File: src/verilog/auf_pkg.sv
// Constants and carrier types of the async framing core
package auf_pkg;

  // Serial timing in 16x clock ticks; data bit counts
  localparam logic [5:0] BIT_TICKS      = 6'h10;
  localparam logic [5:0] HALF_BIT_TICKS = 6'h08;
  localparam logic [5:0] STOP_1_TICKS   = 6'h10;
  localparam logic [5:0] STOP_15_TICKS  = 6'h18;
  localparam logic [5:0] STOP_2_TICKS   = 6'h20;
  localparam logic [3:0] MIN_DATA_BITS  = 4'h5;
  localparam logic [3:0] MAX_DATA_BITS  = 4'h8;

  // Register port offsets and enable reset value
  localparam logic [3:0] REG_IRQ_STAT   = 4'h0;
  localparam logic [3:0] REG_IRQ_EN     = 4'h4;
  localparam logic [3:0] REG_IRQ_CLR    = 4'h8;
  localparam logic [3:0] IRQ_EN_RST     = 4'h0;

  // Synchroniser width and idle levels of the pins
  localparam int unsigned PIN_W         = 22;
  localparam logic [21:0] PIN_RST       = 22'h0ce000;
  localparam logic [2:0]  EDGE_RST      = 3'h1;

  typedef struct packed {
    logic char_length_sel_hi;
    logic char_length_sel_lo;
    logic stop_bits_select;
    logic parity_disable;
    logic parity_even_select;
  } auf_cfg_t;

  typedef struct packed {
    logic par_err;
    logic frm_err;
    logic rx_overrun_flag;
    logic rx_char_ready;
    logic tx_holding_empty;
  } auf_stat_t;

  localparam auf_cfg_t  CFG_RST  = 5'h00;
  localparam auf_stat_t STAT_RST = 5'h01;

  typedef enum logic [2:0] {
    TX_IDLE  = 3'b000,
    TX_START = 3'b001,
    TX_DATA  = 3'b010,
    TX_PAR   = 3'b011,
    TX_STOP  = 3'b100
  } auf_tx_st_t;

  typedef enum logic [2:0] {
    RX_IDLE   = 3'b000,
    RX_VERIFY = 3'b001,
    RX_DATA   = 3'b010,
    RX_PAR    = 3'b011,
    RX_STOP   = 3'b100
  } auf_rx_st_t;

endpackage

File: src/verilog/auf_core.sv
// Async framing core: 16x-clocked UART transmitter and receiver
//
// The register offsets and the strobed register port were chosen for this implementation.
`timescale 1ns/1ns
//////////////////////////////////////////////////////////////////////////////
module auf_core
  import auf_pkg::*;
(
  // Clock and reset
  input  wire logic              clk_i,
  input  wire logic              rst_n_i,
  // Serial side
  input  wire logic              tx_bit_clock_16x_i,
  input  wire logic              rx_bit_clock_16x_i,
  input  wire logic              rx_serial_in_i,
  output logic                   tx_serial_out_o,
  // Host strobes and controls
  input  wire logic              tx_load_strobe_n_i,
  input  wire logic [7:0]        tx_word_i,
  input  wire logic              control_strobe_i,
  input  wire auf_pkg::auf_cfg_t cfg_i,
  input  wire logic              master_clear_i,
  input  wire logic              rx_ready_reset_n_i,
  input  wire logic              status_out_enable_n_i,
  input  wire logic              rx_word_out_enable_n_i,
  // Host outputs
  output logic                   tx_char_done_o,
  output logic [7:0]             rx_word_o,
  output logic                   rx_word_oe_o,
  output auf_pkg::auf_stat_t     status_o,
  output logic                   status_oe_o,
  // Register port and interrupt
  input  wire logic [3:0]        addr_i,
  input  wire logic [7:0]        wdata_i,
  input  wire logic              we_i,
  input  wire logic              re_i,
  output logic [7:0]             rdata_o,
  output logic                   irq_o
);

  logic [PIN_W-1:0] pins;
  logic [PIN_W-1:0] pin_m;
  logic [PIN_W-1:0] pin_q;
  logic [2:0]       edge_d;
  logic             tcp_q, rcp_q, rsi_q, tds_q, cs_q, mc_q;
  logic             rdar_q, swe_q, rde_q;
  auf_cfg_t         cfg_in;
  auf_cfg_t         cfg_q;
  logic [7:0]       td_q;
  logic             tcp_fall, rcp_tick, tds_end;
  logic [3:0]       nbits;
  logic [7:0]       data_mask;
  logic [5:0]       stop_ticks;
  logic             par_en;

  auf_tx_st_t       tx_st;
  logic [5:0]       tx_cnt;
  logic [3:0]       tx_bits;
  logic [7:0]       tx_sh;
  logic [7:0]       tx_hold;
  logic [7:0]       tx_m;
  logic             tx_par, tx_par_now, tx_empty, tx_done, tx_last;

  auf_rx_st_t       rx_st;
  logic [5:0]       rx_cnt;
  logic [3:0]       rx_bits;
  logic [7:0]       rx_sh;
  logic [7:0]       rx_data;
  logic             rx_pbit, rsi_last, rx_done, perr_now, ferr_now;
  logic [7:0]       rx_word;
  logic             rx_ready, rx_over, rx_ferr, rx_perr;

  logic [3:0]       irq_stat;
  logic [3:0]       irq_en;
  logic [3:0]       irq_evt;

  //////////////////////////////////////////////////////////////////////////////
  // Pin synchronisers; first stage feeds only the second
  assign pins = {tx_bit_clock_16x_i, rx_bit_clock_16x_i, rx_serial_in_i,
                 tx_load_strobe_n_i, control_strobe_i, master_clear_i,
                 rx_ready_reset_n_i, status_out_enable_n_i,
                 rx_word_out_enable_n_i, cfg_i, tx_word_i};
  assign {tcp_q, rcp_q, rsi_q, tds_q, cs_q, mc_q, rdar_q, swe_q, rde_q,
          cfg_in, td_q} = pin_q;

  always_ff @(posedge clk_i or negedge rst_n_i) begin
    if (!rst_n_i) begin
      pin_m  <= PIN_RST;
      pin_q  <= PIN_RST;
      edge_d <= EDGE_RST;
    end else begin
      pin_m  <= pins;
      pin_q  <= pin_m;
      edge_d <= {tcp_q, rcp_q, tds_q};
    end
  end

  assign tcp_fall = edge_d[2] & ~tcp_q;
  assign rcp_tick = ~edge_d[1] & rcp_q;
  assign tds_end  = ~edge_d[0] & tds_q;

  // control loaded on every cycle while the strobe is high
  // Held high, the strobe keeps following the pins
  always_ff @(posedge clk_i or negedge rst_n_i) begin
    if (!rst_n_i) begin
      cfg_q <= CFG_RST;
    end else if (cs_q) begin
      cfg_q <= cfg_in;
    end
  end

  assign nbits     = MIN_DATA_BITS + {2'b00, cfg_q.char_length_sel_hi,
                                      cfg_q.char_length_sel_lo};
  assign data_mask = 8'hff >> (MAX_DATA_BITS - nbits);
  assign par_en    = ~cfg_q.parity_disable;
  assign stop_ticks = !cfg_q.stop_bits_select ? STOP_1_TICKS :
                      (nbits == MIN_DATA_BITS) ? STOP_15_TICKS : STOP_2_TICKS;

  //////////////////////////////////////////////////////////////////////////////
  // Transmitter
  assign tx_m       = tx_hold & data_mask;
  assign tx_par_now = cfg_q.parity_even_select ? ^tx_m : ~^tx_m;
  assign tx_last    = (tx_st == TX_IDLE) ||
                      (tx_st == TX_STOP && tx_cnt == stop_ticks - 6'h01);

  always_ff @(posedge clk_i or negedge rst_n_i) begin
    if (!rst_n_i) begin
      tx_st           <= TX_IDLE;
      tx_cnt          <= 6'h00;
      tx_bits         <= 4'h0;
      tx_sh           <= 8'h00;
      tx_hold         <= 8'h00;
      tx_par          <= 1'b0;
      tx_empty        <= 1'b1;
      tx_done         <= 1'b1;
      tx_serial_out_o <= 1'b1;
    end else if (mc_q) begin
      tx_st           <= TX_IDLE;
      tx_cnt          <= 6'h00;
      tx_empty        <= 1'b1;
      tx_done         <= 1'b1;
      tx_serial_out_o <= 1'b1;
    end else begin
      if (tds_end) begin
        tx_hold  <= td_q;
        tx_empty <= 1'b0;
      end
      if (tcp_fall) begin
        tx_cnt <= tx_cnt + 6'h01;
        if (tx_last && !tx_empty) begin
          // start bit on transmit clock fall
          tx_st           <= TX_START;
          tx_sh           <= tx_m;
          tx_par          <= tx_par_now;
          tx_cnt          <= 6'h00;
          tx_bits         <= 4'h0;
          tx_empty        <= ~tds_end;
          tx_done         <= 1'b0;
          tx_serial_out_o <= 1'b0;
        end else if (tx_st == TX_STOP && tx_last) begin
          tx_st   <= TX_IDLE;
          tx_done <= 1'b1;
        end else if (tx_st != TX_STOP && tx_cnt == BIT_TICKS - 6'h01) begin
          tx_cnt <= 6'h00;
          unique case (tx_st)
            TX_START: begin
              tx_st           <= TX_DATA;
              tx_serial_out_o <= tx_sh[0];
            end
            TX_DATA: begin
              tx_bits <= tx_bits + 4'h1;
              tx_sh   <= tx_sh >> 1;
              if (tx_bits != nbits - 4'h1) begin
                tx_serial_out_o <= tx_sh[1];
              end else if (par_en) begin
                tx_st           <= TX_PAR;
                tx_serial_out_o <= tx_par;
              end else begin
                tx_st           <= TX_STOP;
                tx_serial_out_o <= 1'b1;
              end
            end
            TX_PAR: begin
              tx_st           <= TX_STOP;
              tx_serial_out_o <= 1'b1;
            end
            TX_IDLE, TX_STOP: begin
              tx_st <= TX_IDLE;
            end
          endcase
        end
      end
    end
  end

  //////////////////////////////////////////////////////////////////////////////
  // Receiver framing
  assign rx_data  = rx_sh >> (MAX_DATA_BITS - nbits);
  assign rx_done  = rcp_tick && !mc_q && rx_st == RX_STOP &&
                    rx_cnt == BIT_TICKS - 6'h01;
  assign ferr_now = ~rsi_q;
  assign perr_now = par_en &&
    (rx_pbit != (cfg_q.parity_even_select ? ^rx_data : ~^rx_data));

  always_ff @(posedge clk_i or negedge rst_n_i) begin
    if (!rst_n_i) begin
      rx_st    <= RX_IDLE;
      rx_cnt   <= 6'h00;
      rx_bits  <= 4'h0;
      rx_sh    <= 8'h00;
      rx_pbit  <= 1'b0;
      rsi_last <= 1'b1;
    end else if (mc_q) begin
      rx_st    <= RX_IDLE;
      rsi_last <= 1'b1;
    end else if (rcp_tick) begin
      rsi_last <= rsi_q;
      rx_cnt   <= rx_cnt + 6'h01;
      unique case (rx_st)
        // fall seen on the next receive tick
        RX_IDLE: begin
          if (rsi_last && !rsi_q) begin
            rx_st  <= RX_VERIFY;
            rx_cnt <= 6'h01;
          end
        end
        // verified after half a bit low
        RX_VERIFY: begin
          if (rsi_q) begin
            rx_st <= RX_IDLE;
          end else if (rx_cnt == HALF_BIT_TICKS - 6'h01) begin
            rx_st   <= RX_DATA;
            rx_cnt  <= 6'h00;
            rx_bits <= 4'h0;
          end
        end
        default: begin
          // one sample per bit at centre
          if (rx_cnt == BIT_TICKS - 6'h01) begin
            rx_cnt <= 6'h00;
            if (rx_st == RX_DATA) begin
              rx_sh   <= {rsi_q, rx_sh[7:1]};
              rx_bits <= rx_bits + 4'h1;
              if (rx_bits == nbits - 4'h1) begin
                rx_st <= par_en ? RX_PAR : RX_STOP;
              end
            end else if (rx_st == RX_PAR) begin
              rx_pbit <= rsi_q;
              rx_st   <= RX_STOP;
            end else begin
              rx_st <= RX_IDLE;
            end
          end
        end
      endcase
    end
  end

  // Receive buffer and flags; a new character beats the ready reset
  always_ff @(posedge clk_i or negedge rst_n_i) begin
    if (!rst_n_i) begin
      rx_word  <= 8'h00;
      rx_ready <= 1'b0;
      rx_over  <= 1'b0;
      rx_ferr  <= 1'b0;
      rx_perr  <= 1'b0;
    end else if (mc_q) begin
      rx_ready <= 1'b0;
      rx_over  <= 1'b0;
      rx_ferr  <= 1'b0;
      rx_perr  <= 1'b0;
    end else begin
      rx_ready <= rx_done | (rx_ready & rdar_q);
      if (rx_done) begin
        rx_over <= rx_ready;
        rx_word <= rx_data;
        rx_ferr <= ferr_now;
        rx_perr <= perr_now;
      end
    end
  end

  always_ff @(posedge clk_i or negedge rst_n_i) begin
    if (!rst_n_i) begin
      rx_word_o      <= 8'h00;
      rx_word_oe_o   <= 1'b0;
      status_o       <= STAT_RST;
      status_oe_o    <= 1'b0;
      tx_char_done_o <= 1'b1;
    end else begin
      rx_word_o      <= rx_word;
      rx_word_oe_o   <= ~rde_q;
      status_o       <= {rx_perr, rx_ferr, rx_over, rx_ready, tx_empty};
      status_oe_o    <= ~swe_q;
      tx_char_done_o <= tx_done;
    end
  end

  //////////////////////////////////////////////////////////////////////////////
  // Interrupt registers; a new event beats a clear
  assign irq_evt = {rx_done & perr_now, rx_done & ferr_now,
                    rx_done & rx_ready, rx_done};

  always_ff @(posedge clk_i or negedge rst_n_i) begin
    if (!rst_n_i) begin
      irq_stat <= 4'h0;
      irq_en   <= IRQ_EN_RST;
      irq_o    <= 1'b0;
      rdata_o  <= 8'h00;
    end else begin
      irq_stat <= irq_evt | (irq_stat &
                  ~((we_i && addr_i == REG_IRQ_CLR) ? wdata_i[3:0] : 4'h0));
      if (we_i && addr_i == REG_IRQ_EN) begin
        irq_en <= wdata_i[3:0];
      end
      irq_o   <= |(irq_stat & irq_en);
      rdata_o <= 8'h00;
      if (re_i && addr_i == REG_IRQ_STAT) begin
        rdata_o <= {4'h0, irq_stat};
      end else if (re_i && addr_i == REG_IRQ_EN) begin
        rdata_o <= {4'h0, irq_en};
      end
    end
  end
endmodule

File: config.mk
export PLATFORM = sky130hd
export DESIGN_NAME = auf_core
export DESIGN_NICKNAME = d
export VERILOG_FILES = /design/src/verilog/auf_pkg.sv /design/src/verilog/auf_core.sv
export SDC_FILE = /design/constraint.sdc
export NUM_CORES = 1
export LEC_CHECK = 0
export ABC_AREA = 1
export BUFFER_PORTS_ARGS = -buffer_cell sky130_fd_sc_hd__buf_2
export CAP_MARGIN = 20
export CORE_UTILIZATION = 63
export CTS_BUF_LIST = sky130_fd_sc_hd__clkbuf_16
export CTS_CLUSTER_SIZE = 28
export DETAILED_ROUTE_END_ITERATION = 6
export GPL_TIMING_DRIVEN = 0
export PLACE_DENSITY = 0.85
export SYNTH_ARGS = -nofsm -noshare
export SYNTH_HDL_FRONTEND = slang
export SYNTH_SLANG_ARGS = --single-unit
File: constraint.sdc
create_clock -name clk_i -period 5.7 [get_ports clk_i]
set_input_delay 0.285 -clock clk_i [delete_from_list [all_inputs] [get_ports clk_i]]
set_output_delay 0.285 -clock clk_i [all_outputs]
set_load 0.05 [all_outputs]
=== Word-level counts from Yosys, hierarchy flattened ===
Index checks and enable logic that the tools add are counted.

* Word-level logic and storage cells: 227
* Register bits: 153
* Input bits: 38
* Output and inout bits: 26

* Reductions and logical operators: 51
* Shifts and indexed selects: 2
* Eq/ne operators: 27
* Add/subtract/negate cells: 8
* Bitwise gates (word level): 25
* Mux-type cells: 73

{| class="wikitable"
|+ Operator list
! operator !! number
|-
| $mux W6 || 11
|-
| $mux W3 || 16
|-
| $mux W4 || 10
|-
| $mux W8 || 5
|-
| $mux W1 || 26
|-
| $reduce_xnor A8 Y1 || 2
|-
| $reduce_xor A8 Y1 || 2
|-
| $reduce_and A5 Y1 || 3
|-
| $reduce_bool A2 Y1 || 7
|-
| $logic_and A1 B1 Y1 || 13
|-
| $add A6 B1 Y6 const B || 2
|-
| $eq A3 B2 Y1 const B || 4
|-
| $eq A6 B4 Y1 const B || 2
|-
| $not A1 Y1 || 12
|-
| $pmux W3 S4 || 1
|-
| $pmux W6 S2 || 1
|-
| $ne A3 B3 Y1 const B || 3
|-
| $add A4 B1 Y4 const B || 2
|-
| $and A4 B4 Y4 || 2
|-
| $and A8 B8 Y8 || 1
|-
| $eq A4 B3 Y1 const B || 2
|-
| $pmux W4 S2 || 1
|-
| $reduce_and A2 Y1 || 4
|-
| $reduce_bool A4 Y1 || 2
|-
| other kinds (36) || 52
|}

=== Logic depth before layout (Yosys ltp) ===
* Depth in word-level cells: 13
* Gate-level depth with buffers: 16
* Depth with buffers taken out: 15

=== Least setup slack after synthesis ===
Ideal clock, no wire load.

* Kind: reg2reg
* Start: register cfg_q[3] (netlist bit)
* End: register rx_perr
* Path slack: 3.603 ns
* Required time: 5.578 ns
* Arrival time: 1.975 ns
* Library setup time: 0.122 ns
* Period minus slack after synthesis: 2.097 ns
* Buffers on the path: 2
* Cell stages (with the launch flop): 17
* Path through: dfrtp_1 -> inv_2 -> buf_2 -> ha_1 -> inv_2 -> nand2_1 -> nand2_2 -> buf_6 -> nand2_1 -> nand2_1 -> nand2_1 -> nand2_1 -> nand2_1 -> nand2_1 -> nand3_1 -> nand3_2 -> a21oi_2

* Word-level cells in the longest chain between the ends: 9
* Elaborated cells on any way between the ends: 10
* Classes of those cells: add/sub (2); eq/ne (1); shift (1); mux (3); reduce/logical (3)

{| class="wikitable"
|+ Ends and longest elaborated chain
! item !! line !! RTL
|-
| from (decl) || auf_core.sv:48 || <nowiki>auf_cfg_t cfg_q;</nowiki>
|-
| from (signal assigned) || auf_core.sv:108 || <nowiki>cfg_q <= cfg_in;</nowiki>
|-
| $add A3 B2 Y4 (*) || auf_core.sv:112 || <nowiki>assign nbits = MIN_DATA_BITS + {2'b00, cfg_q.char_length_sel_hi,</nowiki>
|-
| $sub A4 B4 Y4 (*) || auf_core.sv:198 || <nowiki>assign rx_data = rx_sh >> (MAX_DATA_BITS - nbits);</nowiki>
|-
| $shr A8 B4 Y8 (*) || auf_core.sv:198 ||
|-
| $reduce_xnor A8 Y1 / $reduce_xor A8 Y1 (equally long branches) || auf_core.sv:203 || <nowiki>(rx_pbit != (cfg_q.parity_even_select ? ^rx_data : ~^rx_data));</nowiki>
|-
| $mux W1 (*) || auf_core.sv:203 ||
|-
| $ne A1 B1 Y1 (*) || auf_core.sv:203 ||
|-
| $logic_and A1 B1 Y1 (*) || auf_core.sv:202 || <nowiki>assign perr_now = par_en &&</nowiki>
|-
| $mux W1 (*) || auf_core.sv:274 || <nowiki>if (rx_done) begin</nowiki>
|-
| $mux W1 (*) || auf_core.sv:267 || <nowiki>end else if (mc_q) begin</nowiki>
|-
| to (signal assigned) || auf_core.sv:278 || <nowiki>rx_perr <= perr_now;</nowiki>
|-
| to (decl) || auf_core.sv:71 || <nowiki>logic rx_ready, rx_over, rx_ferr, rx_perr;</nowiki>
|}

Mark *: on every way between the ends. The rest lies on a longest branch, timed or not. The select of a mux whose other input is x is not followed.
A chain may end at the register's enable or synchronous reset.

=== Worst setup path in the final report ===
Ends and elaborated chain as after synthesis.

==> impl_metrics.json <==
{
  "status": "finished, final reports clean",
  "ys.flop_type": "dfrtp_1",
  "grt_antenna_before_repair": 0,
  "ys_top_cells_by_area": "dfrtp_1 (52%), nand2_1 (12%), dfstp_2 (7.0%)",
  "die_x_um": 103,
  "nets": 846,
  "cp-start-kind": "flip-flop",
  "slew_violations": 0,
  "period_share_pct": 45.6,
  "finalClockSkew_ns": 0.0116,
  "cts_tree": "built",
  "io_pins": 64,
  "maxCapViolCount": 0,
  "synth_area_um2": 6400,
  "area_growth_pct": 19.7,
  "powerDensity_nw_per_um2": 346,
  "drt_iter0_drc": 291,
  "critical_path_required_ns": 6.01,
  "synth_edf_count": 0,
  "r2r-end": "rx_perr$_DFFE_PN0P_",
  "synth_top_area_share_pct": 51.6,
  "timing.fmax_mhz": 385,
  "port-buffer-count": 55,
  "yosys.cell_count.top_type": "nand2_1",
  "die-area_um2": 10600,
  "regArea_um2": 3750,
  "wl_um": 13600,
  "viasPerCell": 5.37,
  "yosysWarnings": 0,
  "cts.sinks": 149,
  "vdd_ir_drop_max_uv": 300,
  "cts_max_level": 4,
  "vias": 5084,
  "num_antenna_cells": 0,
  "layout_min_cycle_time_ns": 2.60,
  "multi_input_area_um2": 2240,
  "drive_gt1_share_pct": 17.5,
  "gp_congestion": 0.837,
  "setup_viol": 0,
  "clk_path_buf_depth": 2,
  "grt.total_usage_pct": 27.9,
  "postRouteAntennaNets": 0,
  "clockRootBuffer": "clkbuf_16",
  "die_h_um": 103,
  "postCtsSetupBuffers": 0,
  "seq_area_frac_synth_pct": 58.6,
  "relSlewSlack_pct": 56.5,
  "dp_hpwl_um": 8790,
  "rsz0062_at_grt": "no",
  "clk_transition_reported_paths_ns": 0.06,
  "min_to": "irq_en[1]$_DFFE_PN0P_",
  "final_util_pct": 78.0,
  "worstPathArrival_ns": 2.90,
  "grt_start_max_net_pins": 108,
  "fillers": 654,
  "ff2ff_setup_slack_ns": 3.10,
  "wl_per_cell_um": 14.3,
  "start_util_pct": 65.2,
  "cp-end-kind": "flip-flop",
  "core_region_area_um2": 9820,
  "path_max_fanout": 11,
  "path_class": "flip-flop to flip-flop",
  "grt_pass1_vias": 4914,
  "hold_start": "wdata_i[1]",
  "grt_pass1_wl_um": 21900,
  "drt-pass1-iter-count": 7,
  "drc_errors": 0,
  "synth_top_area_cell": "dfrtp_1",
  "setup_tns_ns": 0,
  "hold_viol": 0,
  "min_path_cells": 3,
  "overflow": 0,
  "ys_types": 42,
  "core.rowCount": 36,
  "worst_slew_pin_slew_ns": 0.652,
  "cts_buffers": 17,
  "r2r_cells": 16,
  "r2r_start": "cfg_q[3]$_DFFE_PN0P_",
  "synth_common_cells": "nand2_1 (212), dfrtp_1 (132), inv_1 (70)",
  "async_flop_share_pct": 100,
  "worstSkewPairLatency_ns": 0.43,
  "syn_inst": 699,
  "avgSynthCellArea_um2": 9.15,
  "cts_resized": 0,
  "hp-class": "input port to flip-flop",
  "p_leak_nw": 3.87,
  "synth-seq-cells": 149
}
## worst max-delay path, stage by stage, from the launching register on
cell and delay [ns]:
dfrtp_1 0.46, inv_2 0.18, buf_2 0.27, ha_1 0.36, inv_2 0.15, nand2_1 0.09
nand2_2 0.11, buf_6 0.15, nand2_1 0.06, nand2_1 0.11, nand2_1 0.07, nand2_1 0.08
nand2_1 0.06, nand2_1 0.09, nand3_1 0.08, nand3_2 0.09, a21oi_2 0.05
## stage by stage
stage	setup slack [ns]	power [mW]	hold WS [ns]	area, um2	std cells
3_5_place_dp	3.19	1.62	0.229	6880	891
3_3_place_gp	2.46	1.60	0.333	6850	890
4_1_cts	3.16	2.66	0.148	7660	946
6_report	3.10	2.65	0.155	7660	946
5_1_grt	2.89	2.77	0.158	7660	946
2_1_floorplan	3.60	1.51	-0.0106	6410	702
## worst max path at each step
stage,start,end,slack (ns),cells after the start
floorplan,cfg_q[3]$_DFFE_PN0P_,rx_perr$_DFFE_PN0P_,3.60,16
global placement,rst_n_i,pin_m[0]$_DFF_PN0_,2.46,1
detailed placement,cfg_q[3]$_DFFE_PN0P_,rx_perr$_DFFE_PN0P_,3.19,16
CTS,cfg_q[3]$_DFFE_PN0P_,irq_stat[3]$_DFF_PN0_,3.16,16
global route,cfg_q[3]$_DFFE_PN0P_,rx_perr$_DFFE_PN0P_,2.89,16
finish,cfg_q[3]$_DFFE_PN0P_,rx_perr$_DFFE_PN0P_,3.10,16
## timing repair
item	in CTS	in global routing
hold buffers	23	0
endpoints found under the hold margin	61	0
setup endpoints to repair	0	0
## metal layers
layer | up-vias | wire [um] | global-route usage [%]
met5 | - | 0 | 0
met4 | 0 | 316 | 14.1
met3 | 29 | 773 | 6.85
met2 | 204 | 7100 | 49.3
met1 | 2418 | 5370 | 31.7
li1 | 2433 | - | -
## cells by family (layout without fill, tap and decap cells)
| kind of cell | count (synthesis) | after routing | synth area share, % |
|---|---|---|---|
| adders and majority gates | 8 | 8 | 1.56 |
| muxes | 3 | 3 | 0.508 |
| AOI/OAI and AO/OA | 95 | 95 | 8.10 |
| DFF | 149 | 149 | 58.6 |
| and+or+nand+nor | 331 | 331 | 22.1 |
| other | 1 | 4 | 0.0586 |
| xor gates and xnor gates | 19 | 19 | 2.60 |
| buffers and inverters | 93 | 204 | 6.47 |
## state kept, by name, summed over array words and instances, names as in the netlist, 3 cells and up
signal and flops:
pin_m 22, pin_q 22, rx_sh 8, rx_word 8
rx_word_o 8, tx_hold 8, tx_sh 8, rx_cnt 6
tx_cnt 6, cfg_q 5, status_o 5, irq_en 4
irq_stat 4, rdata_o 4, rx_bits 4, tx_bits 4
edge_d 3, rx_st 3, tx_st 3
## where the power goes
part,switching [mW],internal [mW],total [mW]
logic,0.266,0.143,0.409
clock network,0.451,0.565,1.02
registers,0.0620,1.16,1.22
## area by class of cell
cell class                      instances  area share [%]
Inverter                               76            3.72
Multi-Input combinational cell        460            29.3
Tap cell                              133            2.17
Sequential cell                       149            49.0
Clock inverter                         15            1.55
Buffer                                 17            1.68
Clock buffer                           17            5.55
Timing Repair Buffer                   79            7.04
## placed cells by master (no fill, tap or decap), types with 13 or more instances in the layout
master and n:
nand2_1 212, dfrtp_1 132, inv_1 71, o21ai_0 62, buf_2 57, nor2_1 44
nand3_1 43, dlygate4sd3_1 23, clkbuf_16 17, dfstp_2 17, xor2_1 16, a21oi_1 13
No activity file was read; power rests on OpenSTA's default activity.
